## src/hw/touch_osc_cfg.svh

```systemverilog
// Register map, field positions and constants of the touch oscillator control block
`ifndef TOUCH_OSC_CFG_SVH
`define TOUCH_OSC_CFG_SVH

// ************************************************************
// Register byte offsets
// ************************************************************
`define OFS_CAP_LOW 4'h0
`define OFS_CAP_HIGH 4'h4
`define OFS_OSC_CFG 4'h8
`define OFS_EN_CFG 4'hC

// ************************************************************
// Field positions
// ************************************************************
`define OSC_DBL_BIT 5
`define OSC_FIL_BIT 4
`define OSC_HOPC_BIT 3
`define EN_TSS_BIT 7
`define EN_ROEN_BIT 5
`define EN_KOEN_BIT 4

// ************************************************************
// Reset values and constants
// ************************************************************
`define CAP_RST 10'h000
`define OSC_RST 6'h00
`define KEYS_RST 4'h0
`define CAP_FULL_FF 32'h0000C350
`define CAP_SHIFT 10
`define KEYS_PER_MOD 4
`define RESP_OKAY 2'h0
`define RESP_SLVERR 2'h2
`define DIV4_LAST 2'h3

`endif

```

## src/hw/touch_osc_pkg.sv

```systemverilog
// Types shared by the touch oscillator control block
package touch_osc_pkg;
  typedef logic [9:0] cap_code_t;
  typedef enum logic {
    SCAN_AUTO = 1'b0,
    SCAN_MANUAL = 1'b1
  } scan_mode_e;
  typedef enum logic [2:0] {
    SEL_CAP_LOW = 3'b000,
    SEL_CAP_HIGH = 3'b001,
    SEL_OSC_CFG = 3'b010,
    SEL_EN_CFG = 3'b011,
    SEL_NONE = 3'b100
  } reg_sel_e;
endpackage

```

## src/hw/touch_module_osc_control.sv

```systemverilog
// Per-module touch oscillator control with AXI4-Lite register access
// Operation
// RQ1: Ten-bit capacitor code over two byte registers
// RQ2: Auto mode reloads code at slot end
// RQ3: Capacitance equals code times 50pF over 1024
// RQ4: Unimplemented config bits read as zero
// RQ5: Doubling enable doubles key oscillator frequency
// RQ6: Filter enable bit switches module filter
// RQ7: Hop control select picks field or hardware
// RQ8: Hop field selects 1.020 to 1.125 MHz
// RQ9: Hop field applies only with hardware off
// RQ10: Slot clock from reference oscillator or fsys/4
// RQ11: Manual mode software enables reference oscillator first
// RQ12: Busy falling edge clears reference oscillator enable
// RQ13: Auto mode start rise sets module 0 enable
// RQ14: Other modules set only under key/slot conditions
// RQ15: Manual mode software enables key oscillator first
// RQ16: Auto mode sets key oscillator, busy fall clears
// RQ17: Four key input enables per module
// RQ18: Global key number is 4n plus k
// RQ19: Mode select zero auto, one manual
// RQ20: Start rising edge starts detection
// RQ21: Busy set at start, cleared at scan end
// RQ22: Shared counter select uses module 0 counter
// RQ23: Edges detected on system clock, same-cycle update
`include "touch_osc_cfg.svh"

module touch_module_osc_control #(
  parameter int MODULE_IDX = 0,
  parameter int NUM_MODULES = 6,
  parameter int AW = 4
) (
  input wire logic aclk,
  input wire logic aresetn,
  input wire logic [AW-1:0] s_axi_awaddr,
  input wire logic s_axi_awvalid,
  output logic s_axi_awready,
  input wire logic [31:0] s_axi_wdata,
  input wire logic [3:0] s_axi_wstrb,
  input wire logic s_axi_wvalid,
  output logic s_axi_wready,
  output logic [1:0] s_axi_bresp,
  output logic s_axi_bvalid,
  input wire logic s_axi_bready,
  input wire logic [AW-1:0] s_axi_araddr,
  input wire logic s_axi_arvalid,
  output logic s_axi_arready,
  output logic [31:0] s_axi_rdata,
  output logic [1:0] s_axi_rresp,
  output logic s_axi_rvalid,
  input wire logic s_axi_rready,
  input wire logic scan_start,
  input wire logic scan_busy,
  input wire touch_osc_pkg::scan_mode_e scan_mode_select,
  input wire logic shared_slot_counter_sel,
  input wire logic slot_end,
  input wire touch_osc_pkg::cap_code_t mem_cap_code,
  input wire logic [2:0] hop_hw_code,
  input wire logic ref_osc_clk_pin,
  output touch_osc_pkg::cap_code_t ref_cap_code,
  output logic [15:0] ref_cap_ff,
  output logic ref_osc_en,
  output logic key_osc_en,
  output logic key_freq_double_en,
  output logic module_filter_en,
  output logic hop_ctrl_select,
  output logic [2:0] hop_freq_code,
  output logic [10:0] hop_freq_khz,
  output logic slot_clk_select,
  output logic slot_tick,
  output logic [3:0] key_input_en,
  output logic [4*NUM_MODULES-1:0] touch_inputs
);
  import touch_osc_pkg::*;

  // ************************************************************
  // Helpers
  // ************************************************************
  function automatic reg_sel_e decode(input logic [AW-1:0] a);
    case (a[3:0])
      `OFS_CAP_LOW: decode = SEL_CAP_LOW;
      `OFS_CAP_HIGH: decode = SEL_CAP_HIGH;
      `OFS_OSC_CFG: decode = SEL_OSC_CFG;
      `OFS_EN_CFG: decode = SEL_EN_CFG;
      default: decode = SEL_NONE;
    endcase
    // Upper address bits must be clear or the access is unmapped
    if ((a >> 4) != '0) decode = SEL_NONE;
  endfunction

  function automatic logic [10:0] hop_table(input logic [2:0] c);
    case (c)
      3'h0: hop_table = 11'h3FC;
      3'h1: hop_table = 11'h410;
      3'h2: hop_table = 11'h423;
      3'h3: hop_table = 11'h432;
      3'h4: hop_table = 11'h43D;
      3'h5: hop_table = 11'h44B;
      3'h6: hop_table = 11'h457;
      default: hop_table = 11'h465;
    endcase
  endfunction

  logic [5:0] osc_cfg;
  logic [2:0] hop_field;
  logic start_d;
  logic busy_d;
  logic start_rise;
  logic busy_fall;
  logic auto_mode;
  logic ref_set_ok;
  logic wr_go;
  reg_sel_e wr_sel;
  reg_sel_e rd_sel;
  logic wr_lane;
  logic ref_sync1;
  logic ref_sync2;
  logic ref_sync3;
  logic [1:0] div4;

  assign hop_field = osc_cfg[2:0];
  assign auto_mode = (scan_mode_select == SCAN_AUTO);  // see RQ19
  assign start_rise = scan_start && !start_d;  // see RQ20
  assign busy_fall = !scan_busy && busy_d;  // see RQ23
  // Module 0 always owns its oscillator; others only when self-timed
  assign ref_set_ok = (MODULE_IDX == 0) ||
    ((key_input_en != `KEYS_RST) && !slot_clk_select && !shared_slot_counter_sel);  // see RQ14
  assign wr_go = s_axi_awvalid && s_axi_wvalid && !s_axi_bvalid;
  assign wr_sel = decode(s_axi_awaddr);
  assign wr_lane = wr_go && s_axi_wstrb[0];

  // ************************************************************
  // Bus write channel
  // ************************************************************
  // Address and data are taken together so no skid storage is needed
  assign s_axi_awready = wr_go;
  assign s_axi_wready = wr_go;
  assign s_axi_arready = !s_axi_rvalid;

  always_ff @(posedge aclk) begin
    if (!aresetn) begin
      s_axi_bvalid <= 1'b0;
      s_axi_bresp <= `RESP_OKAY;
    end else if (wr_go) begin
      s_axi_bvalid <= 1'b1;
      s_axi_bresp <= (wr_sel == SEL_NONE) ? `RESP_SLVERR : `RESP_OKAY;
    end else if (s_axi_bready) begin
      s_axi_bvalid <= 1'b0;
    end
  end

  // ************************************************************
  // Bus read channel
  // ************************************************************
  always_ff @(posedge aclk) begin
    if (!aresetn) begin
      s_axi_rvalid <= 1'b0;
      s_axi_rdata <= 32'h0000_0000;
      s_axi_rresp <= `RESP_OKAY;
      rd_sel <= SEL_NONE;
    end else if (s_axi_arvalid && !s_axi_rvalid) begin
      s_axi_rvalid <= 1'b1;
      rd_sel <= decode(s_axi_araddr);
      s_axi_rresp <= (decode(s_axi_araddr) == SEL_NONE) ? `RESP_SLVERR : `RESP_OKAY;
      case (decode(s_axi_araddr))
        SEL_CAP_LOW: s_axi_rdata <= {24'h000000, ref_cap_code[7:0]};
        SEL_CAP_HIGH: s_axi_rdata <= {30'h0, ref_cap_code[9:8]};  // see RQ1
        SEL_OSC_CFG: s_axi_rdata <= {26'h0, osc_cfg};  // see RQ4
        SEL_EN_CFG: s_axi_rdata <= {24'h000000, slot_clk_select, 1'b0,
          ref_osc_en, key_osc_en, key_input_en};  // see RQ4
        default: s_axi_rdata <= 32'h0000_0000;
      endcase
    end else if (s_axi_rready) begin
      s_axi_rvalid <= 1'b0;
    end
  end

  // ************************************************************
  // Capacitor code
  // ************************************************************
  // Hardware reload beats a software write in the same cycle
  always_ff @(posedge aclk) begin
    if (!aresetn) begin
      ref_cap_code <= `CAP_RST;
    end else if (auto_mode && slot_end) begin
      ref_cap_code <= mem_cap_code;  // see RQ2
    end else if (wr_lane && wr_sel == SEL_CAP_LOW) begin
      ref_cap_code[7:0] <= s_axi_wdata[7:0];  // see RQ1
    end else if (wr_lane && wr_sel == SEL_CAP_HIGH) begin
      ref_cap_code[9:8] <= s_axi_wdata[1:0];  // see RQ1
    end
  end

  always_ff @(posedge aclk) begin
    if (!aresetn) begin
      ref_cap_ff <= 16'h0000;
    end else begin
      // Product stays below 2^26, so the 32-bit product never overflows
      ref_cap_ff <= 16'((32'(ref_cap_code) * `CAP_FULL_FF) >> `CAP_SHIFT);  // see RQ3
    end
  end

  // ************************************************************
  // Oscillator configuration
  // ************************************************************
  always_ff @(posedge aclk) begin
    if (!aresetn) begin
      osc_cfg <= `OSC_RST;
    end else if (wr_lane && wr_sel == SEL_OSC_CFG) begin
      osc_cfg <= s_axi_wdata[5:0];  // see RQ4
    end
  end

  always_ff @(posedge aclk) begin
    if (!aresetn) begin
      key_freq_double_en <= 1'b0;
      module_filter_en <= 1'b0;
      hop_ctrl_select <= 1'b0;
      hop_freq_code <= 3'h0;
      hop_freq_khz <= 11'h000;
    end else begin
      key_freq_double_en <= osc_cfg[`OSC_DBL_BIT];  // see RQ5
      module_filter_en <= osc_cfg[`OSC_FIL_BIT];  // see RQ6
      hop_ctrl_select <= osc_cfg[`OSC_HOPC_BIT];
      // Field is ignored whenever the hardware hopper owns the frequency
      hop_freq_code <= osc_cfg[`OSC_HOPC_BIT] ? hop_hw_code : hop_field;  // see RQ7, see RQ9
      hop_freq_khz <= hop_table(osc_cfg[`OSC_HOPC_BIT] ? hop_hw_code : hop_field);  // see RQ8
    end
  end

  // ************************************************************
  // Scan edge detection and oscillator enables
  // ************************************************************
  always_ff @(posedge aclk) begin
    if (!aresetn) begin
      start_d <= 1'b0;
      busy_d <= 1'b0;
    end else begin
      start_d <= scan_start;
      busy_d <= scan_busy;  // see RQ21
    end
  end

  // Start-rise set is tested first so it wins over busy fall and writes
  always_ff @(posedge aclk) begin
    if (!aresetn) begin
      ref_osc_en <= 1'b0;
    end else if (auto_mode && start_rise && ref_set_ok) begin
      ref_osc_en <= 1'b1;  // see RQ13, see RQ14
    end else if (busy_fall) begin
      ref_osc_en <= 1'b0;  // see RQ12
    end else if (wr_lane && wr_sel == SEL_EN_CFG) begin
      ref_osc_en <= s_axi_wdata[`EN_ROEN_BIT];
    end
  end

  always_ff @(posedge aclk) begin
    if (!aresetn) begin
      key_osc_en <= 1'b0;
    end else if (auto_mode && start_rise) begin
      key_osc_en <= 1'b1;  // see RQ16
    end else if (busy_fall) begin
      key_osc_en <= 1'b0;  // see RQ16
    end else if (wr_lane && wr_sel == SEL_EN_CFG) begin
      key_osc_en <= s_axi_wdata[`EN_KOEN_BIT];
    end
  end

  always_ff @(posedge aclk) begin
    if (!aresetn) begin
      slot_clk_select <= 1'b0;
      key_input_en <= `KEYS_RST;
    end else if (wr_lane && wr_sel == SEL_EN_CFG) begin
      slot_clk_select <= s_axi_wdata[`EN_TSS_BIT];
      key_input_en <= s_axi_wdata[3:0];  // see RQ17
    end
  end

  // ************************************************************
  // Global key map
  // ************************************************************
  generate
    for (genvar g = 0; g < 4 * NUM_MODULES; g++) begin : g_key
      always_ff @(posedge aclk) begin
        if (!aresetn) begin
          touch_inputs[g] <= 1'b0;
        end else if (g / `KEYS_PER_MOD == MODULE_IDX) begin
          touch_inputs[g] <= key_input_en[g % `KEYS_PER_MOD];  // see RQ18
        end else begin
          touch_inputs[g] <= 1'b0;
        end
      end
    end
  endgenerate

  // ************************************************************
  // Slot counter clock source
  // ************************************************************
  // Reference oscillator is asynchronous, so its edges are only usable
  // when well below half of the system clock rate
  always_ff @(posedge aclk) begin
    if (!aresetn) begin
      ref_sync1 <= 1'b0;
      ref_sync2 <= 1'b0;
      ref_sync3 <= 1'b0;
      div4 <= 2'h0;
    end else begin
      ref_sync1 <= ref_osc_clk_pin;
      ref_sync2 <= ref_sync1;
      ref_sync3 <= ref_sync2;
      div4 <= div4 + 2'h1;
    end
  end

  always_ff @(posedge aclk) begin
    if (!aresetn) begin
      slot_tick <= 1'b0;
    end else if (slot_clk_select) begin
      slot_tick <= (div4 == `DIV4_LAST);  // see RQ10
    end else begin
      slot_tick <= ref_osc_en && ref_sync2 && !ref_sync3;  // see RQ10, see RQ22
    end
  end
endmodule

```

## config.mk

```make
export PLATFORM = sky130hd
export DESIGN_NAME = touch_module_osc_control
export DESIGN_NICKNAME = d
export VERILOG_FILES = /design/src/hw/touch_osc_pkg.sv /design/src/hw/touch_module_osc_control.sv
export VERILOG_INCLUDE_DIRS = /design/src /design/src/hw
export SDC_FILE = /design/constraint.sdc
export NUM_CORES = 1
export LEC_CHECK = 0
export BUFFER_PORTS_ARGS = -buffer_cell sky130_fd_sc_hd__buf_2
export CAP_MARGIN = 20
export CORE_ASPECT_RATIO = 1.1
export CORE_UTILIZATION = 51
export DETAILED_ROUTE_END_ITERATION = 8
export PLACE_DENSITY_LB_ADDON = 0.2
export SYNTH_ARGS = -nofsm -noshare
export SYNTH_HDL_FRONTEND = slang
export SYNTH_SLANG_ARGS = --single-unit
```

## constraint.sdc

```tcl
create_clock -name aclk -period 5.4 [get_ports aclk]
set_input_delay 0.27 -clock aclk [delete_from_list [all_inputs] [get_ports aclk]]
set_output_delay 0.27 -clock aclk [all_outputs]
set_load 0.02 [all_outputs]
```

# ---- Word level (Yosys, flattened, before mapping)
# Cells that the tools add are included.
dict set report totals {
  rom_bits 0
  ff_bits 106
  latchBits 0
  input_bits 70
  ram_bits 0
  output_inout_bits 116
  n_memories 0
}
dict set report op_classes {
  shift 0
  n_reduce_logical 30
  multipliers 1
  mux 24
  n_lt_le_gt_ge 0
  bitwise_logic 1
  n_addsub 1
  n_eq_ne 22
  n_div 0
}
# op n
set op_table {}
lappend op_table {{$pmux W11 S7} 1}
lappend op_table {{$pmux W8 S4} 1}
lappend op_table {{$pmux W3 S4} 2}
lappend op_table {{$mul A10 B12 Y22 const B} 1}
lappend op_table {{$eq A3 B2 Y1 const B} 6}
lappend op_table {{$eq A4 B4 Y1 const B} 4}
lappend op_table {{$eq A3 B3 Y1 const B} 5}
lappend op_table {{$logic_and A1 B1 Y1} 14}
lappend op_table {{$mux W1} 11}
lappend op_table {{$mux W10} 1}
lappend op_table {{$eq A3 B1 Y1 const B} 3}
lappend op_table {{$logic_not A3 Y1} 3}
lappend op_table {{$mux W3} 3}
lappend op_table {{$eq A4 B3 Y1 const B} 2}
lappend op_table {{$logic_not A4 Y1} 2}
lappend op_table {{$mux W2} 4}
lappend op_table {{$mux W8} 1}
lappend op_table {{$reduce_bool A2 Y1} 4}
lappend op_table {{$logic_not A1 Y1} 5}
lappend op_table {{$reduce_bool A3 Y1} 1}
lappend op_table {{$add A2 B1 Y2 const B} 1}
lappend op_table {{$eq A2 B2 Y1 const B} 1}
lappend op_table {{$ne A2 B2 Y1 const B} 1}
lappend op_table {{$reduce_and A2 Y1} 1}
lappend op_table {{$not A1 Y1} 1}

# ---- Logic depth before layout (Yosys ltp)
dict set report logic_depth {
  word_depth 7
  mapped_depth 17
}

# ---- Least setup slack after synthesis
# No wires, ideal clock.
dict set report synth_path {
  path_type {flip-flop to flip-flop}
  startpoint {register ref_cap_code[2]}
  endpoint {register ref_cap_ff[10]}
  arrival_ns 4.095
  setup_slack_ns 1.178
  t_required_ns 5.272
  setup_time_ns 0.128
  path_stages_with_launch 17
  period_less_slack_ns 4.222
  path_cell_list {dfxtp_1 inv_1 ha_1 inv_1 fa_1 ha_1 inv_1 fa_1 inv_1 ha_1 ha_1 and4_4 a221o_1 o41ai_2 o21ai_1 xnor2_1 nor2_1}
}
dict set report synth_between {
  elab_chain_cells 1
}
# item line_no
set synth_rtl {}
lappend synth_rtl {{start, declared} touch_module_osc_control.sv:60} ;# output touch_osc_pkg::cap_code_t ref_cap_code,
lappend synth_rtl {{start signal, assigned} touch_module_osc_control.sv:184} ;# ref_cap_code <= `CAP_RST;
lappend synth_rtl {{start signal, assigned} touch_module_osc_control.sv:186} ;# ref_cap_code <= mem_cap_code;
lappend synth_rtl {{start signal, assigned} touch_module_osc_control.sv:188} ;# ref_cap_code[7:0] <= s_axi_wdata[7:0];
lappend synth_rtl {{$mul A10 B12 Y22 (no line)} -}
lappend synth_rtl {{end signal, assigned} touch_module_osc_control.sv:199} ;# ref_cap_ff <= 16'((32'(ref_cap_code) * `CAP_FULL_FF) >> `CAP_SHIFT);
lappend synth_rtl {{end, declared} touch_module_osc_control.sv:61} ;# output logic [15:0] ref_cap_ff,
# No other way between the ends.
# A chain may end at the register's enable or synchronous reset.

# ---- Final worst setup path
dict set report layout_path {
  startpoint {register ref_cap_code[2]}
  endpoint {register ref_cap_ff[12]}
}
# The elaborated chain is that of the path after synthesis.

==> flow_summary.json <==
{
  "cts_buffer_depth": 2,
  "syn_avg_cell_area_um2": 9.46,
  "setup_viol_count_final": 0,
  "antenna_found_initial": 0,
  "viasPerCell": 5.08,
  "setup_tns_ps": 0,
  "rows": 38,
  "num_io_pins": 186,
  "io_buffers": 111,
  "yosysTopAreaCell": "dfxtp_1",
  "yosys_warnings": 0,
  "crit_slowest_cell": "dfxtp_1",
  "grt_pass1_wl_um": 17600,
  "wire_per_inst_um": 14.4,
  "grt_setup_unrepaired": "false",
  "dieHeight_um": 107,
  "dp_hpwl_um": 8780,
  "arrival_ps": 4770,
  "cp_max_fo": 8,
  "die-area_um2": 10500,
  "drt-total-wl_um": 11100,
  "yosysSeqAreaShare": 0.303,
  "cpPeakStageDelay_ps": 540,
  "pwr-share-clk": 0.271,
  "drv_cap": 0,
  "grt_overflow": 0,
  "hold_buffers": 0,
  "root_buffer": "clkbuf_8",
  "grt_max_degree": 43,
  "p_sw_w": 0.000561,
  "cp-end-kind": "register",
  "final_cells": 771,
  "synth_area_um2": 5150,
  "cp_data_required_time_ps": 5630,
  "internal-power_w": 0.00100,
  "ys_top_cells_by_area": "dfxtp_1 (30%), ha_1 (17%), buf_4 (7.3%)",
  "fp.dieW_um": 97.8,
  "detail-route-antenna-nets": 0,
  "seq_power_share": 0.409,
  "numCtsBuffers": 9,
  "start_kind": "register",
  "min_period_ps": 4540,
  "ir_drop_v": 0.000162,
  "cts-htree-levels": 3,
  "cts_tree": "built",
  "report.final.slew_viol_count": 0,
  "fin_nets": 805,
  "worstSetupPathType": "register to register",
  "worst_hold_path_type": "primary input to register",
  "synth-seq-cells": 78,
  "dr.first_iter.drc_count": 115,
  "synth_cell_type_count": 57,
  "design_area_um2": 5790,
  "area_delta_synth_final_pct": 12.4,
  "final_cell_mix": "buf_2 (111), dfxtp_1 (78), ha_1 (71)",
  "layout_commonest_cell": "buf_2",
  "synth_edf_count": 0,
  "period_share": 0.840,
  "core_um2": 9840,
  "power.share.combinational": 0.320,
  "vias": 3913,
  "gp_congestion": 0.814,
  "n_antenna_cell": 0,
  "drc": 11,
  "crit_chain": "inv_1, ha_1, inv_1, fa_1, ha_1, inv_1, fa_1, inv_1, ha_1, ha_1, and4_4, a221o_1, o41ai_2, o211ai_1, xnor2_1, nor2_1",
  "post_cts_buffers": 0,
  "insertion_delay_ps": 360,
  "first_pass_iters": 8,
  "max_freq_ghz": 0.220,
  "cts.sinks": 78,
  "violations": "DRC",
  "status": "finished, violations left",
  "syn_inst": 544,
  "drive_gt1_frac": 0.226,
  "start_util": 0.523,
  "place_inst": 755,
  "async_reset_ff_frac": 0,
  "switching_share": 0.359,
  "synth_ff_type": "dfxtp_1",
  "finClkSkew_ps": 8.93,
  "synth_top_area_frac": 0.303,
  "postCtsResizedCells": 0,
  "clk_transition_reported_paths_ps": 80,
  "grtUsageTotal": 0.214,
  "hold_viol_final": 0,
  "dpl_cell_area_um2": 5590,
  "power_density_nw_per_um2": 270,
  "grt_pass1_vias": 3730,
  "tightest_slew_ps": 703,
  "power.leakage_nw": 3.16,
  "relSlewSlack": 0.518
}
[metal layers]
metal  routed length, um  vias up  GRT usage
li1                    -     1965          -
met4                 307        0      0.105
met1                4660     1830      0.243
met3                 445       19     0.0364
met5                   0        -          0
met2                5720       99      0.388
[sequential cells by signal (all words and copies together), names as in the netlist, 2 cells and up]
signal / cells
ref_cap_ff: 16
hop_freq_khz: 9
hop_freq_code: 3
div4: 2
osc_cfg: 6
s_axi_rdata: 8
key_input_en: 4
touch_inputs: 4
ref_cap_code: 10
[power groups by stage]
stage / sequential (W) / clock (W) / combinational (W)
2_1_floorplan: 0.000697 / 0 / 0.000353
4_1_cts: 0.000640 / 0.000435 / 0.000503
6_report: 0.000639 / 0.000424 / 0.000500
3_3_place_gp: 0.000653 / 0 / 0.000490
3_5_place_dp: 0.000653 / 0 / 0.000498
5_1_grt: 0.000644 / 0.000458 / 0.000561
[synth_stat cells (5+ instances only)]
library cell,n
a211oi_1,13
buf_4,50
mux2_2,5
clkbuf_1,14
ha_1,71
o21ai_0,5
dfxtp_1,78
nor3_1,10
nand2_1,22
mux2i_1,25
and2_1,15
fa_1,18
a21oi_1,15
xnor2_1,8
a22oi_1,7
nand3_1,9
nor2_1,64
inv_1,46
[stage by stage]
stage | setup WS (ps) | util | hold WS, ps | power (W)
after floorplan | 1180 | - | 369 | 0.00105
after global placement | 898 | 0.568 | 408 | 0.00114
after detailed placement | 844 | 0.568 | 427 | 0.00115
after CTS | 842 | 0.588 | 74.6 | 0.00158
after global routing | 650 | 0.588 | 98.8 | 0.00166
final | 862 | 0.588 | 89.7 | 0.00156
[cells by family (layout without fill, tap and decap cells)]
group	after synthesis	after routing	synth area share
AO/OA/AOI/OAI	72	72	0.101
XOR/XNOR	12	12	0.0204
adder cells (fa/ha/maj)	89	89	0.243
buffers and inverters	113	175	0.119
flip-flops	78	78	0.303
multiplexers	32	32	0.0683
other	1	46	0.000729
AND/OR/NAND/NOR	147	147	0.144
[layout make-up]
cell class	instances	area, um^2
inverter	47	176
clock inverter	5	42.5
timing repair buffer	112	563
clock buffer	11	151
multi-input combinational	398	3140
sequential	78	1560
fill	898	4060
tap	120	150
[critical path: cells and delay by family, from the launching register on]
family / cells / cell delay [ps]
adders and majority gates: 6 / 2170
DFF: 1 / 540
buffers and inverters: 4 / 280
and+or+nand+nor: 2 / 240
xor gates and xnor gates: 1 / 170
AOI/OAI and AO/OA: 3 / 1020
[worst paths after layout]
| kind | start | to | slack (ps) | cells past startpoint |
|---|---|---|---|---|
| hold reg to reg | div4[0]$_SDFF_PN0_ | div4[0]$_SDFF_PN0_ | 430 | 1 |
| setup / recovery | ref_cap_code[2]$_SDFFE_PN0P_ | ref_cap_ff[12]$_SDFF_PN0_ | 860 | 16 |
| setup reg to reg | ref_cap_code[2]$_SDFFE_PN0P_ | ref_cap_ff[12]$_SDFF_PN0_ | 860 | 16 |
| hold / removal | s_axi_rready | s_axi_rvalid$_SDFFE_PN0P_ | 90 | 2 |
Note: power is estimated with default switching activity, not from simulation.
